===== config.mk =====
export PLATFORM = sky130hd
export DESIGN_NAME = ivl_ctrl
export DESIGN_NICKNAME = d
export VERILOG_FILES = /design/src/hdl/ivl_pkg.sv /design/src/hdl/ivl_ctrl.sv /design/src/hdl/ivl_sync.sv /design/src/hdl/ivl_prio.sv
export VERILOG_INCLUDE_DIRS = /design/src /design/src/hdl
export SDC_FILE = /design/constraint.sdc
export NUM_CORES = 1
export LEC_CHECK = 0
export BUFFER_PORTS_ARGS = -buffer_cell sky130_fd_sc_hd__buf_2
export CAP_MARGIN = 20
export CORE_MARGIN = 1.5
export CORE_UTILIZATION = 48
export DETAILED_ROUTE_END_ITERATION = 10
export HOLD_SLACK_MARGIN = 0.03
export PLACE_DENSITY = 0.77
export SYNTH_ARGS = -nofsm -noshare
export SYNTH_HDL_FRONTEND = slang
export SYNTH_SLANG_ARGS = --single-unit

===== constraint.sdc =====
create_clock -name core_clk_i -period 2.71 [get_ports core_clk_i]
set_input_delay 0.542 -clock core_clk_i [delete_from_list [all_inputs] [get_ports core_clk_i]]
set_output_delay 0.542 -clock core_clk_i [all_outputs]
set_load 0.1 [all_outputs]

===== src/hdl/ivl_defs.svh =====
// Constants for the interrupt vector and low-power controller.
`ifndef IVL_DEFS_SVH
`define IVL_DEFS_SVH

// -------------------------------------------------------------------------
// Register offsets (byte addresses)
// -------------------------------------------------------------------------
`define IVL_OFS_FLAGS        8'h00
`define IVL_OFS_ENABLES      8'h04
`define IVL_OFS_SYSCFG_OPTS  8'h08
`define IVL_OFS_CONTROL      8'h0C
`define IVL_OFS_STATUS       8'h10

// -------------------------------------------------------------------------
// Reset values and field positions
// -------------------------------------------------------------------------
`define IVL_FLAGS_RST        18'h00000
`define IVL_ENABLES_RST      18'h00000
`define IVL_OPTS_RST         8'h10
`define IVL_OPTS_WMASK       8'hFB
`define IVL_OPT_DELAY_BIT    4
`define IVL_OPT_CLKMON_BIT   3
`define IVL_CTRL_WDDIS_BIT   0
`define IVL_CTRL_RST         1'h0
`define IVL_SERIAL_SRC_CNT   5

// -------------------------------------------------------------------------
// Vectors and slots
// -------------------------------------------------------------------------
`define IVL_VEC_BASE         16'hFFD6
`define IVL_SLOT_EXT_PIN     5'h0E
`define IVL_SLOT_NMI_PIN     5'h0F
`define IVL_SLOT_TRAP        5'h10
`define IVL_STACK_LAST       4'h8
`define IVL_FLAGS_REG_DEPTH  16'h0008

// -------------------------------------------------------------------------
// Timing counts in clock cycles
// -------------------------------------------------------------------------
`define IVL_SETTLE_LONG_CYC  12'hFA0
`define IVL_SETTLE_SHORT_CYC 12'h004

`endif


===== src/hdl/ivl_pkg.sv =====
// Types shared by the interrupt vector and low-power controller.
package ivl_pkg;

  typedef enum logic [2:0] {
    IVL_ST_RUN    = 3'h0,
    IVL_ST_STACK  = 3'h1,
    IVL_ST_HALT   = 3'h2,
    IVL_ST_VHI    = 3'h3,
    IVL_ST_VLO    = 3'h4,
    IVL_ST_LOAD   = 3'h5,
    IVL_ST_STOP   = 3'h6,
    IVL_ST_SETTLE = 3'h7
  } ivl_state_e;

  typedef enum logic [1:0] {
    IVL_MODE_SERVE = 2'h0,
    IVL_MODE_TRAP  = 2'h1,
    IVL_MODE_HALT  = 2'h2
  } ivl_mode_e;

endpackage


===== src/hdl/ivl_ctrl.sv =====
// Interrupt recognition, vector fetch and wait/stop control with APB registers.
//
// The implementer's own choices: the APB interface to the registers and the register offsets.
`timescale 1ns/1ns
`include "ivl_defs.svh"
module ivl_ctrl
  import ivl_pkg::*;
#(
  parameter int NSRC  = 18,
  parameter int NSLOT = 16
) (
  // Clock and reset
  input  wire logic        core_clk_i,
  input  wire logic        rst_n_i,
  // APB slave
  input  wire logic        psel_i,
  input  wire logic        penable_i,
  input  wire logic        pwrite_i,
  input  wire logic [7:0]  paddr_i,
  input  wire logic [31:0] pwdata_i,
  output logic      [31:0] prdata_o,
  output logic             pready_o,
  output logic             pslverr_o,
  // Peripheral event pulses
  input  wire logic [NSRC-1:0] src_event_i,
  // External request pins, active low
  input  wire logic        irq_pin_n_i,
  input  wire logic        nonmaskable_pin_n_i,
  // CPU core
  input  wire logic        insn_boundary_i,
  input  wire logic        soft_trap_i,
  input  wire logic        halt_opcode_i,
  input  wire logic        stop_opcode_i,
  input  wire logic        flag_i_i,
  input  wire logic        flag_x_i,
  input  wire logic [15:0] stack_ptr_i,
  output logic             cpu_run_o,
  output logic             set_i_mask_o,
  output logic             set_x_mask_o,
  output logic      [3:0]  stack_sel_o,
  output logic             vector_load_o,
  output logic      [15:0] handler_addr_o,
  // Memory bus
  output logic      [15:0] bus_addr_o,
  output logic             bus_rd_o,
  output logic             bus_wr_o,
  input  wire logic [7:0]  bus_rdata_i,
  // Power and clocks
  output logic             timer_halt_o,
  output logic             clocks_run_o,
  output logic             osc_run_o,
  output logic             clock_fail_monitor_enable_o
);

  generate
    if (NSRC != 18 || NSLOT != 16)
    begin : g_bad
      $error("ivl_ctrl: source and slot counts are fixed by the vector table");
    end
  endgenerate

  function automatic logic [15:0] vec_of(input logic [4:0] s);
    return `IVL_VEC_BASE + {10'h000, s, 1'b0};
  endfunction

  // -----------------------------------------------------------------------
  // Registers and pin inputs
  // -----------------------------------------------------------------------
  logic [NSRC-1:0] flags;
  logic [NSRC-1:0] enables;
  logic [7:0]      syscfg_opts;
  logic            watchdog_disable;
  logic [1:0]      pin_sync;
  ivl_state_e      state;
  ivl_state_e      next_state;
  ivl_mode_e       mode;
  ivl_mode_e       next_mode;
  logic [3:0]      cnt;
  logic [3:0]      next_cnt;
  logic [11:0]     settle;
  logic [11:0]     next_settle;
  logic [4:0]      slot;
  logic [4:0]      next_slot;
  logic [15:0]     sp;
  logic [7:0]      vec_hi;

  ivl_sync #(
    .W       (2),
    .RST_VAL (2'h3)
  ) u_pin_sync (
    .core_clk_i (core_clk_i),
    .rst_n_i    (rst_n_i),
    .async_i    ({nonmaskable_pin_n_i, irq_pin_n_i}),
    .sync_o     (pin_sync)
  );

  wire ext_pin_level = ~pin_sync[0];
  wire nmi_level     = ~pin_sync[1];
  wire stop_exit_delay_enable = syscfg_opts[`IVL_OPT_DELAY_BIT];

  // -----------------------------------------------------------------------
  // APB decode
  // -----------------------------------------------------------------------
  wire apb_wr     = psel_i & penable_i & pwrite_i;
  wire hit_flags  = (paddr_i == `IVL_OFS_FLAGS);
  wire hit_enab   = (paddr_i == `IVL_OFS_ENABLES);
  wire hit_opts   = (paddr_i == `IVL_OFS_SYSCFG_OPTS);
  wire hit_ctrl   = (paddr_i == `IVL_OFS_CONTROL);
  wire hit_status = (paddr_i == `IVL_OFS_STATUS);
  wire hit_any    = hit_flags | hit_enab | hit_opts | hit_ctrl | hit_status;
  wire [NSRC-1:0] flag_clr = (apb_wr && hit_flags) ? pwdata_i[NSRC-1:0] : '0;

  // -----------------------------------------------------------------------
  // Source gating and priority
  // -----------------------------------------------------------------------
  wire [NSRC-1:0]  live = flags & enables;
  logic [NSLOT-1:0] slot_req;
  logic            any_req;
  logic [4:0]      prio_idx;

  assign slot_req[0] = (|live[`IVL_SERIAL_SRC_CNT-1:0]) & ~flag_i_i;

  genvar k;
  generate
    for (k = 1; k < 14; k++)
    begin : g_slot
      assign slot_req[k] = live[k+`IVL_SERIAL_SRC_CNT-1] & ~flag_i_i;
    end
  endgenerate

  assign slot_req[14] = ext_pin_level & ~flag_i_i;
  assign slot_req[15] = nmi_level & ~flag_x_i;

  ivl_prio #(
    .N  (NSLOT),
    .IW (5)
  ) u_prio (
    .req_i (slot_req),
    .any_o (any_req),
    .idx_o (prio_idx)
  );

  // -----------------------------------------------------------------------
  // Register file
  // -----------------------------------------------------------------------
  always_ff @(posedge core_clk_i or negedge rst_n_i)
  begin
    if (!rst_n_i)
    begin
      flags            <= `IVL_FLAGS_RST;
      enables          <= `IVL_ENABLES_RST;
      syscfg_opts      <= `IVL_OPTS_RST;
      watchdog_disable <= `IVL_CTRL_RST;
    end
    else
    begin
      flags <= (flags & ~flag_clr) | src_event_i;
      if (apb_wr && hit_enab)
        enables <= pwdata_i[NSRC-1:0];
      if (apb_wr && hit_opts)
        syscfg_opts <= pwdata_i[7:0] & `IVL_OPTS_WMASK;
      if (apb_wr && hit_ctrl)
        watchdog_disable <= pwdata_i[`IVL_CTRL_WDDIS_BIT];
    end
  end

  wire [31:0] status_word = {20'h00000, ext_pin_level, nmi_level, timer_halt_o,
                             any_req, prio_idx, state};

  assign pready_o  = 1'b1;
  assign pslverr_o = psel_i & penable_i & ~hit_any;
  assign prdata_o  = hit_flags  ? {14'h0000, flags} :
                     hit_enab   ? {14'h0000, enables} :
                     hit_opts   ? {24'h000000, syscfg_opts} :
                     hit_ctrl   ? {31'h00000000, watchdog_disable} :
                     hit_status ? status_word : 32'h00000000;

  // -----------------------------------------------------------------------
  // Service sequencer
  // -----------------------------------------------------------------------
  always_comb
  begin
    next_state  = state;
    next_mode   = mode;
    next_cnt    = cnt;
    next_settle = settle;
    next_slot   = slot;
    case (state)
      IVL_ST_RUN:
      begin
        if (insn_boundary_i)
        begin
          if (soft_trap_i)
          begin
            next_state = IVL_ST_STACK;
            next_mode  = IVL_MODE_TRAP;
            next_cnt   = 4'h0;
          end
          else if (halt_opcode_i)
          begin
            next_state = IVL_ST_STACK;
            next_mode  = IVL_MODE_HALT;
            next_cnt   = 4'h0;
          end
          else if (stop_opcode_i)
            next_state = IVL_ST_STOP;
          else if (any_req)
          begin
            next_state = IVL_ST_STACK;
            next_mode  = IVL_MODE_SERVE;
            next_cnt   = 4'h0;
          end
        end
      end
      IVL_ST_STACK:
      begin
        if (cnt == `IVL_STACK_LAST)
        begin
          next_state = (mode == IVL_MODE_HALT) ? IVL_ST_HALT : IVL_ST_VHI;
          next_slot  = (mode == IVL_MODE_TRAP) ? `IVL_SLOT_TRAP : prio_idx;
        end
        else
          next_cnt = cnt + 4'h1;
      end
      IVL_ST_HALT:
      begin
        if (any_req)
        begin
          next_state = IVL_ST_VHI;
          next_slot  = prio_idx;
        end
      end
      IVL_ST_VHI:
        next_state = IVL_ST_VLO;
      IVL_ST_VLO:
        next_state = IVL_ST_LOAD;
      IVL_ST_LOAD:
        next_state = IVL_ST_RUN;
      IVL_ST_STOP:
      begin
        if (any_req)
        begin
          next_state  = IVL_ST_SETTLE;
          next_settle = (stop_exit_delay_enable ? `IVL_SETTLE_LONG_CYC
                                                : `IVL_SETTLE_SHORT_CYC) - 12'h001;
        end
      end
      IVL_ST_SETTLE:
      begin
        if (settle == 12'h000)
          next_state = IVL_ST_RUN;
        else
          next_settle = settle - 12'h001;
      end
      default:
        next_state = IVL_ST_RUN;
    endcase
  end

  wire enter_vector = (next_state == IVL_ST_VHI) && (state != IVL_ST_VHI);

  always_ff @(posedge core_clk_i or negedge rst_n_i)
  begin
    if (!rst_n_i)
    begin
      state  <= IVL_ST_RUN;
      mode   <= IVL_MODE_SERVE;
      cnt    <= 4'h0;
      settle <= 12'h000;
      slot   <= 5'h00;
    end
    else
    begin
      state  <= next_state;
      mode   <= next_mode;
      cnt    <= next_cnt;
      settle <= next_settle;
      slot   <= next_slot;
    end
  end

  always_ff @(posedge core_clk_i or negedge rst_n_i)
  begin
    if (!rst_n_i)
    begin
      sp             <= 16'h0000;
      vec_hi         <= 8'h00;
      handler_addr_o <= 16'h0000;
      vector_load_o  <= 1'b0;
      set_i_mask_o   <= 1'b0;
      set_x_mask_o   <= 1'b0;
    end
    else
    begin
      if (state == IVL_ST_RUN && next_state == IVL_ST_STACK)
        sp <= stack_ptr_i;
      if (state == IVL_ST_VHI)
        vec_hi <= bus_rdata_i;
      if (state == IVL_ST_VLO)
        handler_addr_o <= {vec_hi, bus_rdata_i};
      vector_load_o <= (state == IVL_ST_VLO);
      set_i_mask_o <= enter_vector;
      set_x_mask_o <= enter_vector & nmi_level & ~flag_x_i;
    end
  end

  // -----------------------------------------------------------------------
  // Bus and power outputs
  // -----------------------------------------------------------------------
  // Push sequence, halted flags reread and vector reads
  assign bus_wr_o    = (state == IVL_ST_STACK);
  assign stack_sel_o = (state == IVL_ST_STACK) ? cnt : 4'h0;
  assign bus_rd_o    = (state == IVL_ST_HALT) || (state == IVL_ST_VHI) ||
                       (state == IVL_ST_VLO);
  assign bus_addr_o  = (state == IVL_ST_STACK) ? sp - {12'h000, cnt} :
                       (state == IVL_ST_HALT)  ? sp - `IVL_FLAGS_REG_DEPTH :
                       (state == IVL_ST_VHI)   ? vec_of(slot) :
                       (state == IVL_ST_VLO)   ? vec_of(slot) + 16'h0001 : 16'h0000;

  assign cpu_run_o = (state == IVL_ST_RUN);
  assign timer_halt_o = (state == IVL_ST_HALT) & flag_i_i & watchdog_disable;
  assign clocks_run_o = (state != IVL_ST_STOP) && (state != IVL_ST_SETTLE);
  assign osc_run_o = (state != IVL_ST_STOP);
  assign clock_fail_monitor_enable_o = syscfg_opts[`IVL_OPT_CLKMON_BIT];
endmodule


===== src/hdl/ivl_sync.sv =====
// Two-flop synchroniser for asynchronous pin levels.
`timescale 1ns/1ns
module ivl_sync #(
  parameter int         W       = 1,
  parameter logic [W-1:0] RST_VAL = '0
) (
  // Clock and reset
  input  wire logic         core_clk_i,
  input  wire logic         rst_n_i,
  // Levels
  input  wire logic [W-1:0] async_i,
  output logic      [W-1:0] sync_o
);

  logic [W-1:0] meta;

  always_ff @(posedge core_clk_i or negedge rst_n_i)
  begin
    if (!rst_n_i)
    begin
      meta   <= RST_VAL;
      sync_o <= RST_VAL;
    end
    else
    begin
      meta   <= async_i;
      sync_o <= meta;
    end
  end

endmodule


===== src/hdl/ivl_prio.sv =====
// Fixed-priority encoder: the highest set index wins.
`timescale 1ns/1ns
module ivl_prio #(
  parameter int N  = 16,
  parameter int IW = 5
) (
  // Requests
  input  wire logic [N-1:0]  req_i,
  // Winner
  output logic               any_o,
  output logic      [IW-1:0] idx_o
);

  generate
    if (N < 2 || (1 << IW) < N)
    begin : g_bad
      $error("ivl_prio: index width too small for request count");
    end
  endgenerate

  // Later indices overwrite earlier ones, so the top index wins.
  // Higher slot wins
  always_comb
  begin
    any_o = 1'b0;
    idx_o = '0;
    for (int i = 0; i < N; i++)
    begin
      if (req_i[i])
      begin
        any_o = 1'b1;
        idx_o = IW'(i);
      end
    end
  end

endmodule


### Yosys cells after proc, flatten, opt, wreduce, memory -nomap -nowiden

Index checks and enable logic that the tools add are counted.

| word-level totals | value |
|---|---|
| word-level logic and storage cells | 181 |
| bits in registers | 117 |
| output and inout port bits | 80 |
| bits of input ports | 95 |

| operators by class | value |
|---|---|
| muxes and demuxes | 72 |
| bitwise operators | 36 |
| add/subtract/negate cells | 7 |
| equality and inequality tests | 28 |
| reductions and logical operators | 21 |

Operators with widths:

| operator | count |
|---|---|
| $mux W12 | 6 |
| $mux W16 | 4 |
| $mux W4 | 15 |
| $mux W18 | 3 |
| $mux W3 | 13 |
| $and A18 B18 Y18 | 2 |
| $pmux W12 S2 | 1 |
| $pmux W3 S8 | 1 |
| $sub A12 B1 Y12 const B | 2 |
| $and A1 B1 Y1 | 23 |
| $mux W1 | 18 |
| $not A18 Y18 | 1 |
| $or A18 B18 Y18 | 1 |
| $eq A8 B4 Y1 const B | 2 |
| $sub A16 B4 Y16 | 1 |
| $sub A16 B4 Y16 const B | 1 |
| $mux W5 | 3 |
| $eq A3 B3 Y1 const B | 4 |
| $logic_not A12 Y1 | 1 |
| $mux W2 | 6 |
| $ne A2 B2 Y1 const B | 5 |
| $pmux W5 S2 | 1 |
| $add A8 B2 Y9 const B | 1 |
| $eq A3 B2 Y1 const B | 3 |
| other kinds (26) | 46 |

### Depth between registers and ports, before layout

Gate-level depths: netlist of run 1.

| depth | value |
|---|---|
| word-level depth | 29 |
| depth in mapped cells | 10 |
| mapped depth without buffers | 9 |

### Modules after synthesis

A second synthesis of run 1 with hierarchy kept.

| second synthesis, totals | value |
|---|---|
| cells, all modules | 749 |
| area total of the unflattened synthesis | 6,826.5 um^2 |

By module, submodules not included:

| module | area an instance (um^2) | cells each | times used | seq. area each (um^2) |
|---|---|---|---|---|
| ivl_ctrl | 6,548.8 | 714 | 1 | 2,829.0 |
| ivl_prio | 172.7 | 31 | 1 | 0.0 |
| ivl_sync | 105.1 | 4 | 1 | 105.1 |

### Least setup slack after synthesis of run 1

OpenSTA, ideal clock, no wires.

| timing path | value |
|---|---|
| kind | reg2out |
| start | register sp[6] |
| end | output port bus_addr_o[15] |
| buffers on the path | 1 |
| data required time | 2,168 ps |
| path slack | -2,818 ps |
| arrival | 4,986 ps |
| cell stages (with the launch flop) | 7 |
| cells stage by stage | dfrtp_1 > clkbuf_1 > nor4_1 > nand2b_1 > nor3_1 > nand3_1 > o311ai_0 |

| between the ends | value |
|---|---|
| cells in the longest elaborated chain, start to end | 3 |
| elaborated cells on any way between the ends | 4 |
| classes of those cells | 2 x add/sub; 2 x mux |

Ends and longest elaborated chain:

| item | RTL line | text |
|---|---|---|
| from (decl) | ivl_ctrl.sv:84 | `logic [15:0] sp;` |
| from (signal assigned) | ivl_ctrl.sv:296 | `sp <= stack_ptr_i;` |
| $sub A16 B4 Y16 (no line) | - |  |
| $mux W16 | ivl_ctrl.sv:316 | `` (state == IVL_ST_HALT) ? sp - `IVL_FLAGS_REG_DEPTH : `` |
| $mux W16 * | ivl_ctrl.sv:315 | `assign bus_addr_o = (state == IVL_ST_STACK) ? sp - {12'h000, cnt} :` |
| to (decl) | ivl_ctrl.sv:44 | `output logic [15:0] bus_addr_o,` |

Every way passes the cells marked *; elsewhere a longest branch is shown, timed or not.

### Final worst setup path of run 1

| timing path | value |
|---|---|
| start | register cnt[1] |
| end | output port bus_addr_o[10] |

| between the ends | value |
|---|---|
| cells in the longest elaborated chain, start to end | 2 |

Ends and longest elaborated chain:

| item | RTL line | text |
|---|---|---|
| from (decl) | ivl_ctrl.sv:78 | `logic [3:0] cnt;` |
| from (signal assigned) | ivl_ctrl.sv:276 | `cnt <= next_cnt;` |
| $sub A16 B4 Y16 | ivl_ctrl.sv:315 |  |
| $mux W16 | ivl_ctrl.sv:315 |  |

No other way between the ends.

==> flow_summary.toml, run 1 <==
[cells_and_area]
diodes = 0
areaGrowthSynthToFinish_pct = 54.1
drive_gt1_frac = 0.470
finish.net_count = 987
finalNonFillerCells = 1071
design_area_mm2 = 0.0100

[worst_hold_path]
hp-class = "in2async"

[worst_setup_path]
start_kind = "flip-flop"
cp-end-kind = "primary output"
rr_worst_depth = 6
cp.required_ns = 2.17
critical_path_class = "reg2out"
worst_ep_arrival_time_ns = 2.80
cp_max_fo = 2

[synth]
synth_area_leaders = "dfrtp_1, mux2_2, nand2_1"
avgSynthCellArea_um2 = 9.65
syn_inst = 673
synth_top_area_frac = 0.431
synth_seq_cells = 117
synth_largest_area_cell = "dfrtp_1"
yosysSeqAreaShare = 0.452
async_flop_share = 1.00
synth_edf_count = 0
synth_area_mm2 = 0.00650
synth_cell_types = 75
yosys_warnings = 0
synth_flop_cell = "dfrtp_1"

[floorplanning]
fp.dieH_um = 119
dieArea_mm2 = 0.0142
core_mm2 = 0.0132
initial_core_util = 0.491
rows = 42
die_w_um = 119
io_pins = 175

[placement]
gp_congestion = 0.927
placedCellCount = 1019
numPortBuffers = 145
dpl-instance-area_mm2 = 0.00876
dp_hpwl_um = 13900
dpl_worst_slack_ns = -0.322

[timing]
min_period_ns = 3.34
maxSlewViolCount = 0
max_freq_ghz = 0.300
relSlewSlack = 0.569
rsz0062_at_grt = "yes"
layout_setup_ws_ns = -0.627
finClkSkew_ns = 0.00804
setup_viol = 31
tightest_slew_ns = 0.639
finalCritPeriodShare = 1.23
hold_viol = 0

[clock_network]
htree_num_levels = 4
clk_root_buffer_cell = "clkbuf_16"
cts_sinks = 117
cts_buffers = 17
cts_tree = "built"
hold_buffers = 0
insertion_delay_ns = 0.42
clkTransAtPathRegs_ns = 0.06
ctsLongestPathBuffers = 2

[routing]
viasPerCell = 6.06
drt_iter0_drc = 562
drt-pass1-iter-count = 8
avgRoutedWirePerCell_um = 21.1
vias = 6485
post-route-drc-count = 0
ant_nets = 0
drt_wl_total_um = 22600

[global_route]
grt_overflow = 0
grt_start_max_net_pins = 42
grt_pass1_vias = 6503
grt_pass1_wl_um = 33500
grt_usage = 0.301
antenna_found_initial = 0

[power_and_ir_drop]
total_power_mw = 14.4
p_leak_nw = 4.44
powerDensity_mw_per_mm2 = 1430
peakVddDrop_uv = 807

[status]
status = "finished, violations left"
violations = "setup timing"

[flow_run]
cap_violations = 0
worst paths after layout:
check	from	end	slack, ns
min reg2reg	u_pin_sync.meta[0]	u_pin_sync.sync_o[0]	0.36
max reg2reg	settle[2]	set_x_mask_o	0.04
min	rst_n_i	settle[9]	0.10
min in group core_clk_i	nonmaskable_pin_n_i	u_pin_sync.meta[1]	0.22
max	cnt[1]	bus_addr_o[10]	-0.63
max in group asynchronous	rst_n_i	u_pin_sync.sync_o[0]	1.83
cells in the final DEF, fill, tap and decap left out, types with 5 or more instances in the layout:
| cell | n |
|---|---|
| dfrtp_1 | 112 |
| nand2_1 | 105 |
| buf_2 | 102 |
| buf_4 | 63 |
| buf_12 | 44 |
| nor2_1 | 40 |
| mux2_2 | 38 |
| o21ai_0 | 24 |
| a21oi_1 | 20 |
| clkbuf_16 | 19 |
| a21o_1 | 18 |
| inv_1 | 16 |
| conb_1 | 15 |
| buf_6 | 11 |
| mux2_4 | 10 |
| nand3_1 | 10 |
| nor3_1 | 8 |
| a21oi_2 | 8 |
| nor2_2 | 7 |
| o21a_1 | 7 |
| nor2_4 | 7 |
| a22o_4 | 6 |
| xor2_1 | 6 |
| clkinvlp_4 | 6 |
| xnor2_1 | 5 |
| a21oi_4 | 5 |
| a41oi_1 | 5 |
| o22a_1 | 5 |
| a31oi_1 | 5 |
| mux2i_1 | 5 |
| a22oi_1 | 5 |
| o21ai_4 | 5 |
| ha_1 | 5 |
| bufinv_16 | 5 |
| dfstp_2 | 5 |
sequential cells by signal, indices dropped and copies added, names as in the netlist:
register,cells
cnt,4
enables,18
flags,18
handler_addr_o,16
mode,2
set_i_mask_o,1
set_x_mask_o,1
settle,12
slot,5
sp,16
state,3
syscfg_opts,7
u_pin_sync.meta,2
u_pin_sync.sync_o,2
vec_hi,8
vector_load_o,1
watchdog_disable,1
stage by stage:
stage          TNS (ns)  utilization  hold slack [ns]
5_1_grt          -11.47        0.756            0.146
4_1_cts           -8.85        0.741            0.122
3_5_place_dp      -7.09        0.662            0.348
3_3_place_gp      -4.10        0.662            0.349
6_report         -10.18        0.756            0.105
2_1_floorplan     -8.28            -            0.246
per-layer routing:
layer / vias up / GRT usage / wire (um)
met2: 405 / 0.504 / 11400
met1: 3185 / 0.366 / 8260
met5: - / 0 / 0
met3: 94 / 0.0613 / 1680
met4: 0 / 0.160 / 1190
li1: 2801 / - / -
cell families after synthesis:
kind of cell,count (synthesis),share of synthesized area
buffers and inverters,67,0.0555
and+or+nand+nor,238,0.174
adders and majority gates,10,0.0204
xor gates and xnor gates,14,0.0189
muxes,57,0.104
AOI/OAI and AO/OA,168,0.175
other,2,0.00116
DFF,117,0.452
worst max-delay path, stage by stage, from the launching register on:
cell       delay, ns
dfrtp_1         0.40
buf_4           0.16
fa_2            0.41
nor2b_2         0.15
o21ai_2         0.08
nor3b_4         0.16
buf_4           0.15
buf_6           0.12
a21oi_2         0.17
o21ai_1         0.10
o211ai_1        0.19
clkbuf_16       0.27
power by group:
part           internal (mW)  total (mW)  switching, mW
sequential              2.22        2.73          0.507
combinational           3.23        9.14           5.91
clock                   1.63        2.49          0.860
total                   7.09        14.4           7.28
area by class of cell:
cell class | count | area [um^2]
repair buffers | 223 | 2050
well taps | 176 | 220
flip-flops and latches | 117 | 2930
inverters | 21 | 86.3
clock buffers | 17 | 425
clock inverters | 15 | 230
multi-input cells | 502 | 4060
fillers | 787 | 3230
timing repair:
item,CTS,global route
resized for setup,64,31
setup buffers,12,12
pin swaps,27,22
setup endpoints to repair,32,31
synth_stat cells, types with 10 or more instances:
library cell and number:
nand2_1 109, inv_1 19, nor3_1 11, clkbuf_1 17, a21oi_1 33, nor2_1 54
mux2_2 38, o21ai_0 31, dfrtp_1 112, nand3_1 13, a21o_1 18, mux2_4 10
buf_4 15
No activity file was read; power rests on OpenSTA's default activity.
==> run 2: changes to the inputs <==
Settings changed: CORE_ASPECT_RATIO from default to 0.7, CORE_MARGIN 1.5 to 3.
==> run 2 against run 1 <==
  * The flow still finishes with violations (setup timing)
  * Non-clock buffer count is 2 higher
  * Combinational power barely moved
  * Critical path depth fell by 2
  * Critical endpoint is now bus_addr_o[8]
  * Sequential share of layout area grew 0.12 points
  * Cell count up 0.56%
  * First-iteration DRC count increased by 12%
==> flow_summary.toml, run 2 (synthesis results as in run 1) <==
[cells_and_area]
final_common_cell = "dfrtp_1"
drive_gt1_frac = 0.469
largestRegisters = "enables (18), flags (18)"
finish.net_count = 989
diodes = 0
areaGrowthSynthToFinish_pct = 53.5
nFillCells = 728
mostFrequentLayoutCells = "dfrtp_1, nand2_1, buf_2"

[worst_setup_path]
cp-end-kind = "primary output"
start_kind = "flip-flop"
worstReg2RegEnd = "sp[14]"
ff2ff_setup_slack_ns = 0.18
cp.required_ns = 2.17
worst_ep_arrival_time_ns = 2.85
critical_path_class = "reg2out"
rr_worst_depth = 8
cp_max_fo = 2
reg2reg_from = "enables[0]"

[routing]
drt_wl_total_um = 23500
vias = 6571
post-route-drc-count = 0
ant_nets = 0
viasPerCell = 6.10
drt-pass1-iter-count = 6
avgRoutedWirePerCell_um = 21.8
drt_iter0_drc = 630

[clock_network]
hold_buffers = 0
clk_root_buffer_cell = "clkbuf_16"
cts_sinks = 117
insertion_delay_ns = 0.42
ctsLongestPathBuffers = 2
cts_tree = "built"
cts_buffers = 17
clkTransAtPathRegs_ns = 0.06
htree_num_levels = 4

[timing]
setup_viol = 31
min_period_ns = 3.39
max_freq_ghz = 0.295
hold_viol = 0
tightest_slew_ns = 0.758
maxSlewViolCount = 0
rsz0062_at_grt = "yes"
finalCritPeriodShare = 1.25
layout_setup_ws_ns = -0.682
fin_setup_tns_ns = -12.25
finClkSkew_ns = 0.0124
relSlewSlack = 0.491

[floorplanning]
fp.dieH_um = 103
io_pins = 175
initial_core_util = 0.507
rows = 34
dieArea_mm2 = 0.0150
die_w_um = 145
core_mm2 = 0.0128

[global_route]
grt_usage = 0.304
grt_start_max_net_pins = 49
grt_pass1_wl_um = 35800
grt_overflow = 0
grt_pass1_vias = 6795
antenna_found_initial = 0

[status]
violations = "setup timing"
status = "finished, violations left"

[power_and_ir_drop]
powerDensity_mw_per_mm2 = 1410
total_power_mw = 14.0
peakVddDrop_uv = 1330
p_leak_nw = 4.45

[worst_hold_path]
hp-class = "in2async"

[placement]
numPortBuffers = 145
gp_congestion = 0.957
dp_hpwl_um = 15100

[flow_run]
cap_violations = 0
run 2: changes by cell type in the layout (fill, tap and decap cells not counted), moves of 2 or more:
cell,delta
clkinvlp_4,-3
a21oi_2,-2
inv_6,+5
bufinv_16,-4
a21oi_1,+2
inv_8,+2
run 2: per-stage QoR:
step,instance area [um^2],worst slack [ns],instances,hold WS (ns),utilization
after global routing,9970,-0.725,1077,0.208,0.779
after floorplan,7010,-0.805,686,0.246,-
after global placement,8740,-0.287,1019,0.347,0.682
after detailed placement,8740,-0.371,1019,0.347,0.682
final,9970,-0.682,1077,0.166,0.779
after CTS,9800,-0.492,1068,0.179,0.766
run 2: area by class of cell:
type,count,area [um^2],share of cell area
repair buffers,225,2080,0.209
clock inverters,14,141,0.0142
inverters,21,88.8,0.00891
well taps,180,225,0.0226
clock buffers,18,429,0.0430
multi-input cells,502,4070,0.408
flip-flops and latches,117,2940,0.294
run 2: worst max-delay path by stage:
stage / start / end / slack, ns / depth (start not counted)
finish: sp[2] / bus_addr_o[8] / -0.68 / 9
global route: cnt[2] / bus_addr_o[8] / -0.73 / 10
CTS: cnt[0] / bus_addr_o[8] / -0.49 / 10
detailed placement: paddr_i[7] / prdata_o[5] / -0.37 / 9
global placement: paddr_i[7] / prdata_o[4] / -0.29 / 8
floorplan: cnt[1] / bus_addr_o[13] / -0.81 / 8
run 2: report_power, final:
| part | switching (mW) | internal, mW | leakage (nW) |
|---|---|---|---|
| sequential | 0.506 | 2.23 | 1.40 |
| combinational | 5.89 | 3.22 | 2.78 |
| clock | 0.914 | 1.29 | 0.273 |
| total | 7.31 | 6.73 | 4.45 |
run 2: routing by layer:
metal,global-route usage,up-vias,share of wire
met2,0.514,434,0.48
met5,0,-,0
met4,0.127,0,0.040
li1,-,2805,-
met1,0.383,3225,0.38
met3,0.0727,107,0.096
run 2: worst max-delay path: stages (launching register included):
cell and delay [ns]:
dfrtp_1 0.43, ha_1 0.35, nor2b_2 0.19, o21ai_2 0.15
nor3b_4 0.28, a22oi_2 0.15, buf_4 0.17, or4_4 0.43
nand3_4 0.11, buf_12 0.18
run 2: what timing repair did:
action | CTS | global route
endpoints found under the setup margin | 32 | 33
setup buffers | 17 | 11
cloned | 2 | 0
gates resized for setup | 66 | 26
pin swaps | 29 | 18
